### config.mk
export PLATFORM = sky130hd
export DESIGN_NAME = gpib_status_poll_logic
export DESIGN_NICKNAME = d
export VERILOG_FILES = /design/src/design/status_poll_pkg.sv /design/src/design/gpib_status_poll_logic.sv
export VERILOG_INCLUDE_DIRS = /design/src /design/src/design
export SDC_FILE = /design/constraint.sdc
export NUM_CORES = 1
export LEC_CHECK = 0
export BUFFER_PORTS_ARGS = -buffer_cell sky130_fd_sc_hd__buf_2
export CAP_MARGIN = 40
export CORE_AREA = 2 2 92 94
export CTS_BUF_LIST = sky130_fd_sc_hd__clkbuf_16
export DETAILED_ROUTE_END_ITERATION = 8
export DIE_AREA = 0 0 94 96
export SLEW_MARGIN = 5
export SYNTH_ARGS = -nofsm -noshare
export SYNTH_HDL_FRONTEND = slang
export SYNTH_SLANG_ARGS = --single-unit
### constraint.sdc
create_clock -name clk_in -period 8.5 [get_ports clk_in]
set_input_delay 1.7 -clock clk_in [delete_from_list [all_inputs] [get_ports clk_in]]
set_output_delay 1.7 -clock clk_in [all_outputs]
set_load 0.1 [all_outputs]
### src/design/status_poll_defines.svh
// status poll block: offsets, field positions, reset values
`ifndef STATUS_POLL_DEFINES_SVH
`define STATUS_POLL_DEFINES_SVH
// status byte bit positions
`define STB_KEY_BIT 3'd0
`define STB_ENTRY_BIT 3'd1
`define STB_EXT_BIT 3'd2
`define STB_SETTLED_BIT 3'd3
`define STB_SWEEP_END_BIT 3'd4
`define STB_ERROR_BIT 3'd5
`define STB_RQS_BIT 3'd6
`define STB_SWEEP_PAR_BIT 3'd7
// bits of the status byte that conditions may set (all but rqs)
`define STB_COND_MASK 8'hbf
// extended byte: positions that carry a condition (4 and 128 are zero)
`define EXT_LIVE_MASK 8'h7b
// reset values
`define MASK_RESET 8'h00
`define STB_RESET 8'h00
// parallel poll configure field: sense at bit 3, line in bits 2..0
`define PPC_SENSE_BIT 2'd3
`endif

### src/design/status_poll_pkg.sv
// status poll block: shared types
package status_poll_pkg;
  // serial poll progress
  typedef enum logic [1:0] {
    SP_IDLE,
    SP_ARMED,
    SP_SENT
  } sp_state_t;
  // stored parallel poll assignment
  typedef struct packed {
    logic valid;
    logic sense;
    logic [2:0] line;
  } ppoll_cfg_t;
  // open-drain data bus drive
  typedef struct packed {
    logic [7:0] level;
    logic [7:0] oe;
  } dio_drive_t;
endpackage

### src/design/gpib_status_poll_logic.sv
// status byte, service request, serial and parallel poll logic
`timescale 1ns/100ps
`include "status_poll_defines.svh"
////////////////////////////////////////////////////////////////////////
////////////////////////////////////////////////////////////////////////
module gpib_status_poll_logic
  import status_poll_pkg::*;
(
  // clock and reset
  input wire logic clk_in,
  input wire logic sys_rst_in,
  // bus pins from outside the clock domain
  input wire logic ifc_pin_in,
  input wire logic ppoll_pin_in,
  input wire logic standby_switch_position_in,
  // decoded bus commands, one-cycle pulses, and the poll configure field
  input wire logic spe_cmd_in,
  input wire logic spd_cmd_in,
  input wire logic untalk_cmd_in,
  input wire logic unlisten_cmd_in,
  input wire logic talk_addr_in,
  input wire logic listen_addr_in,
  input wire logic ppc_cmd_in,
  input wire logic [3:0] ppc_data_in,
  input wire logic ppu_cmd_in,
  input wire logic byte_taken_in,
  // instrument side
  input wire logic [7:0] cond_evt_in,
  input wire logic [7:0] ext_cond_in,
  input wire logic mask_wr_in,
  input wire logic [7:0] mask_data_in,
  input wire logic clear_status_in,
  input wire logic output_status_in,
  // service request line, open drain
  output logic srq_out,
  output logic srq_oe_out,
  // data lines, open drain
  output logic [7:0] dio_out,
  output logic [7:0] dio_oe_out,
  // state and readouts
  output logic talker_out,
  output logic listener_out,
  output logic [7:0] ext_byte_out,
  output logic [7:0] mask_out
);
  ////////////////////////////////////////////////////////////////////
  // pin synchronisers: three stages, change taken when 2 and 3 agree
  logic [2:0] ifc_sync_r; // ifc stages
  logic [2:0] pp_sync_r; // parallel poll stages
  logic [2:0] sb_sync_r; // standby stages
  logic ifc_r; // filtered abort level
  logic pp_r; // filtered parallel poll level
  logic sb_r; // filtered standby level
  // shift the stages; only stage 2 reads stage 1
  always_ff @(posedge clk_in or posedge sys_rst_in) begin
    if (sys_rst_in) begin
      ifc_sync_r <= 3'h0;
      pp_sync_r <= 3'h0;
      sb_sync_r <= 3'h0;
    end else begin
      ifc_sync_r <= {ifc_sync_r[1:0], ifc_pin_in};
      pp_sync_r <= {pp_sync_r[1:0], ppoll_pin_in};
      sb_sync_r <= {sb_sync_r[1:0], standby_switch_position_in};
    end
  end
  // accept a new level only once stages 2 and 3 agree
  always_ff @(posedge clk_in or posedge sys_rst_in) begin
    if (sys_rst_in) begin
      ifc_r <= 1'b0;
      pp_r <= 1'b0;
      sb_r <= 1'b0;
    end else begin
      if (ifc_sync_r[1] == ifc_sync_r[2]) ifc_r <= ifc_sync_r[2];
      if (pp_sync_r[1] == pp_sync_r[2]) pp_r <= pp_sync_r[2];
      if (sb_sync_r[1] == sb_sync_r[2]) sb_r <= sb_sync_r[2];
    end
  end
  ////////////////////////////////////////////////////////////////////
  // storage
  logic [7:0] mask_r; // request mask
  logic [7:0] stb_r; // status byte, rqs position kept zero
  logic [7:0] pend_r; // conditions that came while frozen
  logic [7:0] ext_r; // extended conditions seen last cycle
  logic srq_r; // service request asserted
  logic talk_r; // addressed as talker
  logic listen_r; // addressed as listener
  sp_state_t sp_r; // serial poll progress
  ppoll_cfg_t ppc_r; // parallel poll assignment
  ////////////////////////////////////////////////////////////////////
  // decode
  wire [7:0] ext_live = ext_cond_in & `EXT_LIVE_MASK;
  wire ext_change = (ext_live != ext_r); // sets weight 4
  wire [7:0] evt_all = (cond_evt_in & `STB_COND_MASK) |
                       ({7'h00, ext_change} << `STB_EXT_BIT);
  // only masked conditions may raise the summary bit
  wire rqs = |(stb_r & mask_r & `STB_COND_MASK);
  // byte seen on the bus: summary bit from the live request
  wire [7:0] stb_view = stb_r | ({7'h00, srq_r} << `STB_RQS_BIT);
  wire wipe = clear_status_in | output_status_in;
  // end of a poll that already delivered the byte
  wire poll_done = (sp_r == SP_SENT) &
                   (spd_cmd_in | ifc_r | untalk_cmd_in);
  wire sending = talk_r & (sp_r != SP_IDLE);
  // parallel poll status bit: true sense while requesting service
  wire ist_match = (srq_r == ppc_r.sense);
  wire pp_drive = pp_r & ppc_r.valid & ist_match;
  wire ppc_drop = ppu_cmd_in | sb_r;
  ////////////////////////////////////////////////////////////////////
  // next values of the status byte and the pending buffer
  logic [7:0] stb_nxt;
  logic [7:0] pend_nxt;
  always_comb begin
    stb_nxt = stb_r;
    pend_nxt = pend_r;
    if (wipe) begin
      // clear whether or not the byte was polled
      stb_nxt = `STB_RESET;
      pend_nxt = 8'h00;
    end else if (poll_done) begin
      // waiting bits move up; srq follows them back
      stb_nxt = pend_r | (evt_all & mask_r);
      pend_nxt = 8'h00;
    end else if (srq_r) begin
      // frozen: enabled arrivals wait, others are dropped
      pend_nxt = pend_r | (evt_all & mask_r);
    end else begin
      stb_nxt = stb_r | evt_all;
    end
  end
  ////////////////////////////////////////////////////////////////////
  // status byte, pending buffer, service request
  always_ff @(posedge clk_in or posedge sys_rst_in) begin
    if (sys_rst_in) begin
      stb_r <= `STB_RESET;
      pend_r <= 8'h00;
      srq_r <= 1'b0;
    end else begin
      stb_r <= stb_nxt;
      pend_r <= pend_nxt;
      // one cycle to release at poll end, even if bits are waiting; a clear releases it
      srq_r <= rqs & ~wipe & ~poll_done;
    end
  end
  // request mask and extended snapshot
  always_ff @(posedge clk_in or posedge sys_rst_in) begin
    if (sys_rst_in) begin
      mask_r <= `MASK_RESET;
      ext_r <= 8'h00;
      ext_byte_out <= 8'h00;
    end else begin
      if (mask_wr_in) mask_r <= mask_data_in;
      ext_r <= ext_live;
      // extended byte leaves only through output-status
      if (output_status_in) ext_byte_out <= ext_live;
    end
  end
  ////////////////////////////////////////////////////////////////////
  // addressing; abort wins over any address in the same cycle
  always_ff @(posedge clk_in or posedge sys_rst_in) begin
    if (sys_rst_in) begin
      talk_r <= 1'b0;
      listen_r <= 1'b0;
    end else if (ifc_r) begin
      talk_r <= 1'b0;
      listen_r <= 1'b0;
    end else begin
      if (untalk_cmd_in) talk_r <= 1'b0;
      else if (talk_addr_in) talk_r <= 1'b1;
      if (unlisten_cmd_in) listen_r <= 1'b0;
      else if (listen_addr_in) listen_r <= 1'b1;
    end
  end
  ////////////////////////////////////////////////////////////////////
  // serial poll sequence
  always_ff @(posedge clk_in or posedge sys_rst_in) begin
    if (sys_rst_in) begin
      sp_r <= SP_IDLE;
    end else begin
      case (sp_r)
        SP_IDLE: begin
          if (spe_cmd_in & ~ifc_r) sp_r <= SP_ARMED;
        end
        SP_ARMED: begin
          if (ifc_r | spd_cmd_in) sp_r <= SP_IDLE;
          else if (talk_r & byte_taken_in) sp_r <= SP_SENT;
        end
        SP_SENT: begin
          // an untalk, a disable or an abort ends the poll; without one srq stays until a clear or output status
          if (poll_done) sp_r <= SP_IDLE;
        end
        default: begin
          sp_r <= SP_IDLE;
        end
      endcase
    end
  end
  ////////////////////////////////////////////////////////////////////
  // parallel poll assignment
  always_ff @(posedge clk_in or posedge sys_rst_in) begin
    if (sys_rst_in) begin
      ppc_r <= '0;
    end else if (ppc_drop) begin
      ppc_r <= '0;
    end else if (ppc_cmd_in) begin
      ppc_r.valid <= 1'b1;
      ppc_r.sense <= ppc_data_in[`PPC_SENSE_BIT];
      ppc_r.line <= ppc_data_in[2:0];
    end
  end
  ////////////////////////////////////////////////////////////////////
  // pin drivers, all registered
  dio_drive_t dio_nxt;
  always_comb begin
    dio_nxt = '0;
    if (pp_drive) begin
      // one line only, no talker address needed
      dio_nxt.level[ppc_r.line] = 1'b1;
      dio_nxt.oe[ppc_r.line] = 1'b1;
    end else if (sending & ~ifc_r) begin
      dio_nxt.level = stb_view;
      dio_nxt.oe = 8'hff;
    end
  end
  always_ff @(posedge clk_in or posedge sys_rst_in) begin
    if (sys_rst_in) begin
      dio_out <= 8'h00;
      dio_oe_out <= 8'h00;
      srq_out <= 1'b0;
      srq_oe_out <= 1'b0;
      talker_out <= 1'b0;
      listener_out <= 1'b0;
      mask_out <= `MASK_RESET;
    end else begin
      dio_out <= dio_nxt.level;
      dio_oe_out <= dio_nxt.oe;
      srq_out <= srq_r;
      srq_oe_out <= srq_r;
      talker_out <= talk_r;
      listener_out <= listen_r;
      mask_out <= mask_r;
    end
  end
endmodule // gpib_status_poll_logic

==> Word level (Yosys, flattened, before mapping) <==
Cells that the tools add are included.
{ "word_totals": {"romBits": 0, "mem_bits_rw": 0, "input_bits": 45, "word_cells": 91, "latch_bits": 0, "memories": 0, "reg_bits": 85} }
{ "op_classes": {"n_eq_ne": 11, "reduce_logical": 9, "n_mux": 23, "magnitude_cmp": 2, "n_mul": 0, "n_addsub": 0, "div": 0, "n_shift": 0, "bitwise": 22} }
{ "op_table": {"columns": ["op", "count"], "rows": [
  ["8-bit two-way mux", 6],
  ["16-bit two-way mux", 2],
  ["8-bit AND", 2],
  ["8-bit bitwise OR", 2],
  ["5-bit two-way mux", 2],
  ["1-bit AND", 9],
  ["3-bit nonzero test", 3],
  ["2-bit two-way mux", 4],
  ["8-bit by 3-bit bitwise OR with 8-bit output", 1],
  ["8-bit by 7-bit bitwise OR with 8-bit output", 1],
  ["1-bit two-way mux", 7],
  ["7-bit OR reduction", 1],
  ["6-bit inequality test", 1],
  ["2-bit one-hot mux with 3 select lines", 1],
  ["1-bit == test", 4],
  ["3-bit by 4-bit < comparator with 1-bit output, second input constant", 1],
  ["2-bit inequality test, second input constant", 2],
  ["1-bit bitwise OR", 4],
  ["2-bit nonzero test", 2],
  ["1-bit demux with 3-bit select", 1],
  ["3-bit by 1-bit greater-or-equal comparator with 1-bit output, second input constant", 1],
  ["3-bit by 1-bit inequality test with 1-bit output, second input constant", 1],
  ["3-bit inequality test, second input constant", 1],
  ["1-bit NOT", 3],
  ["other kinds (5)", 5]
]} }

==> Logic depth before layout (Yosys ltp) <==
Gate-level depths: netlist (run 1).
{ "logic_depth": {"depth_word": 7, "depth_mapped": 6, "mapped_depth_nobuf": 4} }

==> Least setup slack after synthesis (run 1) <==
Ideal clock, no wire load.
{ "synth_timing": {"path_kind": "flip-flop to output port", "from": "register, netlist name srq_oe_out", "to": "output srq_out", "slack_ns": 5.476, "t_arrival_ns": 1.324, "path_buffers": 1, "path_stages_with_launch": 2, "path_cell_list": "dfrtp_1 -> buf_4"} }
{ "synth_rtl": {"columns": ["item", "line", "source"], "rows": [
  ["end, declared", "gpib_status_poll_logic.sv:35", "output logic srq_out,"]
]} }

==> Final worst setup path (run 1) <==
{ "layout_timing": {"from": "input spd_cmd_in", "to": "register stb_r[3]"} }
{ "layout_between": {"elab_chain_len": 5, "elab_cells_between_ends": 6, "cone_classes": "eq/ne (1); mux (2); bitwise (3)"} }
{ "layout_rtl": {"columns": ["item", "line", "source"], "rows": [
  ["start, declared", "gpib_status_poll_logic.sv:18", "input wire logic spd_cmd_in,"],
  ["1-bit bitwise OR (*) (2 in a row)", "gpib_status_poll_logic.sv:102", "(spd_cmd_in | ifc_r | untalk_cmd_in);"],
  ["1-bit AND (*)", "gpib_status_poll_logic.sv:101", "wire poll_done = (sp_r == SP_SENT) &"],
  ["8-bit two-way mux", "gpib_status_poll_logic.sv:119", "end else if (poll_done) begin"],
  ["8-bit two-way mux", "gpib_status_poll_logic.sv:115", "if (wipe) begin"],
  ["end signal, assigned", "gpib_status_poll_logic.sv:134", "stb_r <= `STB_RESET;"],
  ["end signal, assigned", "gpib_status_poll_logic.sv:138", "stb_r <= stb_nxt;"],
  ["end, declared", "gpib_status_poll_logic.sv:81", "logic [7:0] stb_r;"]
]} }
Mark *: on every way between the ends. The rest lies on a longest branch, timed or not.
A chain may end at the register's enable or synchronous reset.

==> flow_metrics.env, run 1 <==
export IMPL_grt_first_pass_wirelength_mm=10.3
export IMPL_synth_top_cells_by_area="dfrtp_1 (67%), mux2_2 (5.0%), a21oi_1 (3.3%)"
export IMPL_synthAdderAreaFrac_pct=0.954
export IMPL_die_w_um=94
export IMPL_cts_resized=0
export IMPL_synth_area_leader_cell="dfrtp_1"
export IMPL_cts_hold_buf=0
export IMPL_path_clk_slew_ns=0.06
export IMPL_rows=33
export IMPL_synthArstFlopShare_pct=100
export IMPL_io_buffers=75
export IMPL_synth_compound_area_share_pct=11.2
export IMPL_drv_cap=0
export IMPL_vias_per_cell=4.92
export IMPL_peakVddDrop_uv=102
export IMPL_synth_edf_count=0
export IMPL_synth_cell_types=38
export IMPL_tns_ns=0
export IMPL_diodes=0
export IMPL_finalClockSkew_ns=0.00461
export IMPL_globalplace_congestion=0.763
export IMPL_htreeDepth=3
export IMPL_yosys_area_share_simple_pct=8.34
export IMPL_hp_start="ifc_sync_r[0]$_DFF_PP0_"
export IMPL_p_leak_nw=1.85
export IMPL_worstRegToRegCells=4
export IMPL_ant_nets=0
export IMPL_grt_pass1_vias=2102
export IMPL_rsz0062_at_grt="false"
export IMPL_synth_xor_area_share_pct=1.95
export IMPL_grt_overflow_total=0
export IMPL_crit_fanout=13
export IMPL_min_path_type="register to register"
export IMPL_syn_avg_cell_area_um2=12.8
export IMPL_vias=2109
export IMPL_core_area_um2=8050
export IMPL_ys_seq_area_share_pct=66.7
export IMPL_crit_required_ns=8.74
export IMPL_end_kind="register"
export IMPL_crit_start="spd_cmd_in"
export IMPL_syn_cell_area_um2=3150
export IMPL_timing_rr_end="stb_r[3]$_DFFE_PP0P_"
export IMPL_powerDensity_nw_per_um2=251
export IMPL_tightestPinTransition_ns=0.840
export IMPL_dr_pass1_iters=4
export IMPL_grtUsageTotal_pct=15.1
export IMPL_whs_ns=0.347
export IMPL_clock_latency_ns=0.33
export IMPL_min_period_ns=2.94
export IMPL_synth_top_area_share_pct=66.7
export IMPL_synth_cells=247
export IMPL_drt_first_iter_violations=102
export IMPL_cts_root_buf="clkbuf_16"
export IMPL_timing_fmax_mhz=340
export IMPL_drv_slew=0
export IMPL_ioPinCount=81
export IMPL_numClockSinks=84
export IMPL_r2r_setup_slack_ns=6.54
export IMPL_cts_path_max_buffers=2
export IMPL_maxSlewHeadroom_pct=43.9
export IMPL_r2r_start="ifc_r$_DFFE_PP0N_"
export IMPL_synth_mux_area_share_pct=6.60
export IMPL_final_nets=364
export IMPL_antenna_found_initial=0
export IMPL_arrival_ns=3.18
export IMPL_seq_area_um2=2100
export IMPL_dp_hpwl_mm=4.26
export IMPL_whs_path_depth=0
export IMPL_cts_tree="built"
export IMPL_startpoint_type="primary input"
export IMPL_cts_buffers=9
export IMPL_drive_gt1_share_pct=34.0
export IMPL_ys_seq_elements=84
export IMPL_die_h_um=96
export IMPL_ys_flop_type="dfrtp_1"
export IMPL_multi_input_area_um2=921
export IMPL_fin_crit_sh_pct=34.6
export IMPL_dieArea_um2=9020
export IMPL_wl_per_cell_um=14.4
export IMPL_setup_viol=0
export IMPL_grt_max_degree=51
export IMPL_synth_top_family_by_area="compound AO/OA/AOI/OAI gates"
export IMPL_critPathKind="primary input to register"
export IMPL_routed_wl_mm=6.17
export IMPL_fillerInstances=762
export IMPL_finalHoldViolCount=0
export IMPL_run_status="finished clean"
export IMPL_drc=0
export IMPL_post_cts_setup_buffers=0
export IMPL_holdPathEnd="ifc_sync_r[1]$_DFF_PP0_"
export IMPL_ys_warnings_count=0
export IMPL_start_util_pct=39.1
export IMPL_area_delta_synth_final_pct=23.5
==> layer usage <==
metal	vias to the layer above	global-route usage [%]	wire length (um)
li1	1014	-	-
met1	1028	20.1	2840
met2	59	22.7	2850
met3	8	5.25	371
met4	0	6.16	106
met5	-	0	0
==> cell usage in the layout, fill, tap and decap left out, types with 2 or more instances in the layout <==
master / n
maj3_1: 3
mux2i_1: 5
xnor2_1: 7
o21ai_0: 12
or2_2: 2
o22ai_1: 5
and3_1: 6
clkbuf_16: 9
mux2_2: 14
nand2_1: 2
nor3_1: 10
o2bb2ai_1: 2
a31oi_1: 7
conb_1: 2
or3_1: 2
inv_1: 12
bufinv_16: 2
dfrtp_1: 84
o31ai_1: 2
clkinv_2: 2
a21oi_1: 21
a22oi_1: 2
nor2_1: 16
nand2b_1: 4
buf_2: 75
==> where the power goes <==
part	internal (mW)	switching, mW	total [mW]
logic	0.0312	0.107	0.138
registers	0.423	0.0164	0.439
clock network	0.253	0.146	0.399
==> logic make-up after synthesis <==
group / count (synthesis)
other: 1
multiplexers: 19
flip-flops: 84
XOR/XNOR: 7
buffers and inverters: 27
AO/OA/AOI/OAI: 57
adder cells (fa/ha/maj): 3
AND/OR/NAND/NOR: 49
==> state kept, by name, indices dropped and copies added, names as in the netlist, 2 cells and up <==
register,flops
sb_sync_r,3
dio_oe_out,8
stb_r,8
ppc_r,5
pend_r,7
ifc_sync_r,3
mask_r,8
ext_r,6
ext_byte_out,6
pp_sync_r,3
mask_out,8
sp_r,2
dio_out,8
==> layout make-up <==
cell class,instances,share of cell area (%)
timing repair buffer,76,9.85
multi-input combinational,137,23.7
tap,105,3.38
inverter,11,1.09
clock buffer,9,5.79
clock inverter,7,2.16
sequential,84,54.1
==> worst max-delay path by stage <==
stage	to	depth (start not counted)
after floorplan	dio_oe_out[0]$_DFF_PP0_	1
after global placement	stb_r[4]$_DFFE_PP0P_	5
after detailed placement	stb_r[3]$_DFFE_PP0P_	5
after CTS	stb_r[3]$_DFFE_PP0P_	5
after global routing	stb_r[4]$_DFFE_PP0P_	5
final	stb_r[3]$_DFFE_PP0P_	5
==> Yosys cell counts (2+ instances only) <==
master	n
a21oi_1	21
a22oi_1	2
a31oi_1	7
and3_1	6
buf_2	2
buf_4	3
buf_6	2
clkbuf_1	9
dfrtp_1	84
inv_1	11
maj3_1	3
mux2_2	14
mux2i_1	5
nand2_1	2
nand2b_1	4
nor2_1	16
nor3_1	10
o21ai_0	12
o22ai_1	5
o2bb2ai_1	2
o31ai_1	2
or2_2	2
or3_1	2
xnor2_1	7
==> critical path: stages <==
cell	delay (ns)
buf_2	0.11
or3_1	0.54
a21oi_1	0.48
o21ai_0	0.16
a21oi_1	0.18
==> through the flow <==
stage | cell area [um^2] | util, % | cells | worst slack [ns] | power [mW]
6_report | 3890 | 48.3 | 429 | 5.56 | 0.977
2_1_floorplan | 3150 | - | 248 | 4.63 | 0.554
5_1_grt | 3890 | 48.3 | 429 | 5.44 | 1.02
4_1_cts | 3890 | 48.3 | 429 | 5.60 | 0.990
3_5_place_dp | 3580 | 44.5 | 413 | 5.28 | 0.586
3_3_place_gp | 3580 | 44.5 | 413 | 5.28 | 0.584
No activity file was read; power rests on OpenSTA's default activity.
==> run 2: changes to the inputs <==
ABC_AREA = 1   (was unset)
CORE_AREA = 2 2 93 95   (was 2 2 92 94)
DIE_AREA = 0 0 95 97   (was 0 0 94 96)
clock period = 2.5 ns   (was 8.5 ns; I/O delays follow)
==> run 2 against run 1 <==
  * Cell area up 2.4%
  * Register-to-register slack worse by 5.6 ns
  * Critical path type is now register to primary output
  * Non-clock buffer count unchanged
  * First-iteration DRC count down 40%
  * Hold slack worse by 0.072 ns
  * Combinational power rose to 4.1 times the previous value
  * Largest cell class unchanged
==> flow_metrics.env, run 2 <==
export IMPL_drt_first_iter_violations=61
export IMPL_power_mw=3.44
export IMPL_layout_commonest_cell="dfrtp_1"
export IMPL_syn_avg_cell_area_um2=10.4
export IMPL_final_core_util_pct=49.0
export IMPL_finalClockSkew_ns=0.00926
export IMPL_core_area_um2=8130
export IMPL_finalHoldViolCount=0
export IMPL_grt_first_pass_wirelength_mm=10.7
export IMPL_clock_latency_ns=0.33
export IMPL_rows=33
export IMPL_crit_fanout=2
export IMPL_grtUsageTotal_pct=15.2
export IMPL_cp_slowest_stage_delay_ns=0.43
export IMPL_rsz0062_at_grt="false"
export IMPL_vias_per_cell=4.52
export IMPL_critPathKind="register to primary output"
export IMPL_ant_nets=0
export IMPL_p_leak_nw=2.09
export IMPL_timing_fmax_mhz=617
export IMPL_yosys_top_cells_count="dfrtp_1 (84), nand2_1 (64), inv_1 (40)"
export IMPL_drv_slew=0
export IMPL_final_nets=432
export IMPL_grt_max_degree=85
export IMPL_fin_crit_sh_pct=64.8
export IMPL_cp_num_buf_inv=1
export IMPL_htreeDepth=3
export IMPL_powerDensity_nw_per_um2=863
export IMPL_run_status="finished clean"
export IMPL_vias=2248
export IMPL_path_clk_slew_ns=0.06
export IMPL_area_delta_synth_final_pct=24.3
export IMPL_synth_top_cells_by_area="dfrtp_1 (66%), nand2_1 (7.5%), o21ai_0 (5.3%)"
export IMPL_drive_gt1_share_pct=26.5
export IMPL_start_util_pct=39.4
export IMPL_ys_warnings_count=0
export IMPL_syn_cell_area_um2=3200
export IMPL_synth_cell_types=30
export IMPL_dieArea_um2=9220
export IMPL_cts_resized=0
export IMPL_synth_edf_count=0
export IMPL_cts_hold_buf=0
export IMPL_ys_seq_elements=84
export IMPL_drc=0
export IMPL_synth_cells=307
export IMPL_synth_top_area_share_pct=65.6
export IMPL_grt_pass1_vias=2246
export IMPL_ioPinCount=81
export IMPL_peakVddDrop_uv=314
export IMPL_yosysMostFrequentCell="dfrtp_1"
export IMPL_globalplace_congestion=0.817
export IMPL_die_w_um=95
export IMPL_fillerInstances=747
export IMPL_ys_seq_area_share_pct=65.6
export IMPL_cts_path_max_buffers=2
export IMPL_final_cell_mix="dfrtp_1 (84), buf_2 (75), nand2_1 (64)"
export IMPL_synthArstFlopShare_pct=100
export IMPL_crit_required_ns=2.00
export IMPL_ys_flop_type="dfrtp_1"
export IMPL_post_cts_setup_buffers=0
export IMPL_end_kind="primary output"
export IMPL_cp_top_family="buffers and inverters"
export IMPL_place_ws_ns=0.797
export IMPL_min_path_type="primary input to asynchronous set/reset pin"
export IMPL_diodes=0
export IMPL_dr_pass1_iters=4
export IMPL_wl_per_cell_um=12.5
export IMPL_drv_cap=0
export IMPL_io_buffers=75
export IMPL_grt_overflow_total=0
export IMPL_setup_viol=0
export IMPL_cts_root_buf="clkbuf_16"
export IMPL_routed_wl_mm=6.21
export IMPL_cp_slowest_cell="buf_2"
export IMPL_dp_hpwl_mm=4.38
export IMPL_antenna_found_initial=0
export IMPL_numClockSinks=84
export IMPL_min_period_ns=1.62
export IMPL_worst_slack_ns=0.879
export IMPL_cts_tree="built"
export IMPL_synth_area_leader_cell="dfrtp_1"
export IMPL_arrival_ns=1.12
export IMPL_startpoint_type="register"
export IMPL_die_h_um=97
export IMPL_cp_cell_sequence="buf_2"
export IMPL_cts_buffers=9
export IMPL_whs_ns=0.275
export IMPL_tns_ns=0
==> run 2: changes by cell type after synthesis, sizes merged, moves of 5 or more <==
cell	previous run	this run
nand2	2	65
inv	11	42
o21ai	12	37
nand3	1	15
mux2	14	3
nor3	10	2
a31oi	7	0
and3	7	0
clkbuf	9	2
a21oi	21	15
xnor2	7	1
mux2i	5	0
==> run 2: cells by family (layout without fill, tap and decap cells) <==
group,after synthesis,count (layout),synth area share [%]
buffers and inverters,50,134,6.91
flip-flops,84,84,65.6
other,1,2,0.117
multiplexers,3,3,1.05
adder cells (fa/ha/maj),3,3,0.938
AND/OR/NAND/NOR,107,107,14.6
AO/OA/AOI/OAI,58,58,10.2
XOR/XNOR,1,1,0.508
==> run 2: final cells by class <==
class / count / area, um^2 / area share (%)
tap: 105 / 131 / 3.30
clock inverter: 7 / 83.8 / 2.10
clock buffer: 9 / 225 / 5.66
sequential: 84 / 2100 / 52.8
inverter: 42 / 161 / 4.05
multi-input combinational: 174 / 883 / 22.2
timing repair buffer: 76 / 395 / 9.93
==> run 2: metal layers <==
metal	up-vias	routed length (um)	share of wire (%)	GRT usage (%)
met5	-	0	0	0
met4	0	147	2.4	7.69
met3	12	292	4.7	3.43
met2	55	2790	45	22.6
met1	1043	2980	48	20.8
li1	1138	-	-	-
==> run 2: final timing paths <==
kind | start | to | slack, ns | depth (start not counted)
max | ext_byte_out[0]$_DFFE_PP0P_ | ext_byte_out[0] | 0.88 | 1
min | sys_rst_in | pp_sync_r[0]$_DFF_PP0_ | 0.28 | 3
max reg2reg | ifc_r$_DFFE_PP0N_ | stb_r[0]$_DFFE_PP0P_ | 0.95 | 6
min reg2reg | sb_sync_r[0]$_DFF_PP0_ | sb_sync_r[1]$_DFF_PP0_ | 0.35 | 0
max in group asynchronous | sys_rst_in | pend_r[3]$_DFFE_PP0P_ | 1.89 | 3
min in group clk_in | ppoll_pin_in | pp_sync_r[0]$_DFF_PP0_ | 0.28 | 1
==> run 2: per-stage QoR <==
stage | cell area, um^2 | cells
global placement | 3670 | 481
global route | 3980 | 497
detailed placement | 3670 | 481
finish | 3980 | 497
floorplan | 3210 | 308
CTS | 3980 | 497
==> run 2: report_power, final <==
part	switching, mW	leakage (nW)	total [mW]	internal (mW)
logic	0.454	0.854	0.572	0.118
clock network	0.502	0.157	1.36	0.862
registers	0.0520	1.08	1.50	1.45
==> run 3: changes to the inputs <==
clock period = 1.35 ns   (was 2.5 ns; I/O delays follow)
==> run 3 against run 2 <==
  * Global-route usage barely moved
  * Clock-buffer cell count did not move
  * Total power rose by 92%
  * Clock skew fell by 0.0034 ns
  * Non-clock buffer count rose by 6
==> flow_metrics.env, run 3 (synthesis gave the netlist of run 2 again) <==
export IMPL_fin_crit_sh_pct=97.1
export IMPL_timing_rr_end="stb_r[0]$_DFFE_PP0P_"
export IMPL_drc=0
export IMPL_finalHoldViolCount=0
export IMPL_ioPinCount=81
export IMPL_crit_required_ns=1.60
export IMPL_use_met3_pct=5.14
export IMPL_drv_cap=0
export IMPL_grt_use_met1_pct=19.5
export IMPL_drt_first_iter_violations=126
export IMPL_peakVddDrop_uv=764
export IMPL_globalplace_congestion=0.848
export IMPL_grtUsageTotal_pct=15.1
export IMPL_drv_slew=0
export IMPL_p_leak_nw=2.17
export IMPL_antenna_found_initial=0
export IMPL_setup_viol=0
export IMPL_worstRegToRegCells=6
export IMPL_grt_first_pass_wirelength_mm=10.8
export IMPL_power_frac_comb_pct=18.8
export IMPL_powerDensity_nw_per_um2=1520
export IMPL_crit_fanout=8
export IMPL_diodes=0
export IMPL_start_util_pct=39.4
export IMPL_seqPwrFrac_pct=42.4
export IMPL_die_w_um=95
export IMPL_final_cell_mix="dfrtp_1 (83), nand2_1 (64), buf_2 (41)"
export IMPL_drive_gt1_share_pct=30.2
export IMPL_cts_root_buf="clkbuf_16"
export IMPL_cts_tree="built"
export IMPL_grt_use_met2_pct=23.5
export IMPL_whs_ns=0.0463
export IMPL_min_period_ns=1.31
export IMPL_numClockSinks=84
export IMPL_layout_commonest_cell="dfrtp_1"
export IMPL_grt_pass1_vias=2345
export IMPL_cts_path_max_buffers=2
export IMPL_dieArea_um2=9220
export IMPL_rows=33
export IMPL_top_usage_layer="met2"
export IMPL_grt_max_degree=85
export IMPL_arrival_ns=1.56
export IMPL_cts_hold_buf=0
export IMPL_ant_nets=0
export IMPL_cts_buffers=9
export IMPL_p_switching_mw=1.92
export IMPL_final_nets=438
export IMPL_place_ws_ns=0.0150
export IMPL_end_kind="register"
export IMPL_worst_slack_ns=0.0398
export IMPL_vias=2339
export IMPL_grt_overflow_total=0
export IMPL_startpoint_type="register"
export IMPL_dr_pass1_iters=4
export IMPL_clockPowerShare_pct=38.8
export IMPL_r2r_setup_slack_ns=0.04
export IMPL_rsz0062_at_grt="true"
export IMPL_dp_hpwl_mm=4.54
export IMPL_critPathKind="register to register"
export IMPL_p_int_mw=4.66
export IMPL_die_h_um=97
export IMPL_r2r_start="ifc_r$_DFFE_PP0N_"
export IMPL_switching_share_pct=29.2
export IMPL_io_buffers=75
export IMPL_clock_latency_ns=0.33
export IMPL_run_status="finished clean"
export IMPL_timing_fmax_mhz=763
export IMPL_min_path_type="primary input to asynchronous set/reset pin"
export IMPL_area_delta_synth_final_pct=35.0
export IMPL_htreeDepth=3
export IMPL_finalClockSkew_ns=0.00587
export IMPL_vias_per_cell=4.65
export IMPL_fillerInstances=713
export IMPL_core_area_um2=8130
export IMPL_wl_per_cell_um=12.5
export IMPL_routed_wl_mm=6.30
export IMPL_path_clk_slew_ns=0.06
run 3: changes by cell type in the layout (fill, tap and decap cells not counted), moves of 3 or more:
cell	before	now
nor2_1	20	17
clkbuf_4	0	10
nor2_2	0	3
o21ai_1	1	8
o21ai_0	34	27
buf_2	75	41
buf_12	1	14
buf_4	0	16
run 3: power by group through the flow:
stage          clock network [mW]  logic [mW]  registers, mW
6_report                     2.55        1.24           2.80
5_1_grt                      2.73        1.33           2.81
4_1_cts                      2.62        1.21           2.79
3_5_place_dp                    0        1.20           2.84
3_3_place_gp                    0        1.19           2.83
2_1_floorplan                   0       0.386           3.28
run 3: critical path: stages, from the launching register on:
cell,delay [ns]
dfrtp_1,0.39
nor2_2,0.09
inv_2,0.06
o21bai_4,0.28
buf_6,0.19
nand2_8,0.08
a22oi_2,0.15
run 3: per-stage QoR:
| step | instance area (um^2) | instances | total power, mW | TNS, ns | util [%] |
|---|---|---|---|---|---|
| finish | 4330 | 503 | 6.59 | 0 | 53.2 |
| global route | 4330 | 503 | 6.87 | -0.638 | 53.2 |
| CTS | 4250 | 502 | 6.63 | 0 | 52.3 |
| detailed placement | 3910 | 486 | 4.04 | 0 | 48.0 |
| global placement | 3910 | 486 | 4.02 | 0 | 48.0 |
| floorplan | 3210 | 308 | 3.67 | 0 | - |
run 3: cell type report:
class	count	area, um^2	area share [%]
timing repair buffer	82	692	16.0
sequential	84	2100	48.6
inverter	42	164	3.79
multi-input combinational	174	917	21.2
tap	105	131	3.04
clock inverter	7	92.6	2.14
clock buffer	9	225	5.21
run 3: per-layer routing:
metal	vias to the layer above	part of all wire [%]
met5	-	0
met4	0	1.9
met3	12	6.7
met2	73	46
met1	1103	45
li1	1151	-
run 3: timing repair:
action	4_1_cts	5_1_grt
setup buffers	0	1
endpoints found under the setup margin	11	36
gates resized for setup	11	27
pin swaps	0	3
run 3: how the worst max path moves through the flow:
stage / start / to
floorplan: sys_rst_in / srq_oe_out$_DFF_PP0_
global placement: ifc_r$_DFFE_PP0N_ / stb_r[0]$_DFFE_PP0P_
detailed placement: ifc_r$_DFFE_PP0N_ / stb_r[0]$_DFFE_PP0P_
CTS: dio_out[4]$_DFF_PP0_ / dio_out[4]
global route: ifc_r$_DFFE_PP0N_ / stb_r[0]$_DFFE_PP0P_
finish: ifc_r$_DFFE_PP0N_ / stb_r[0]$_DFFE_PP0P_
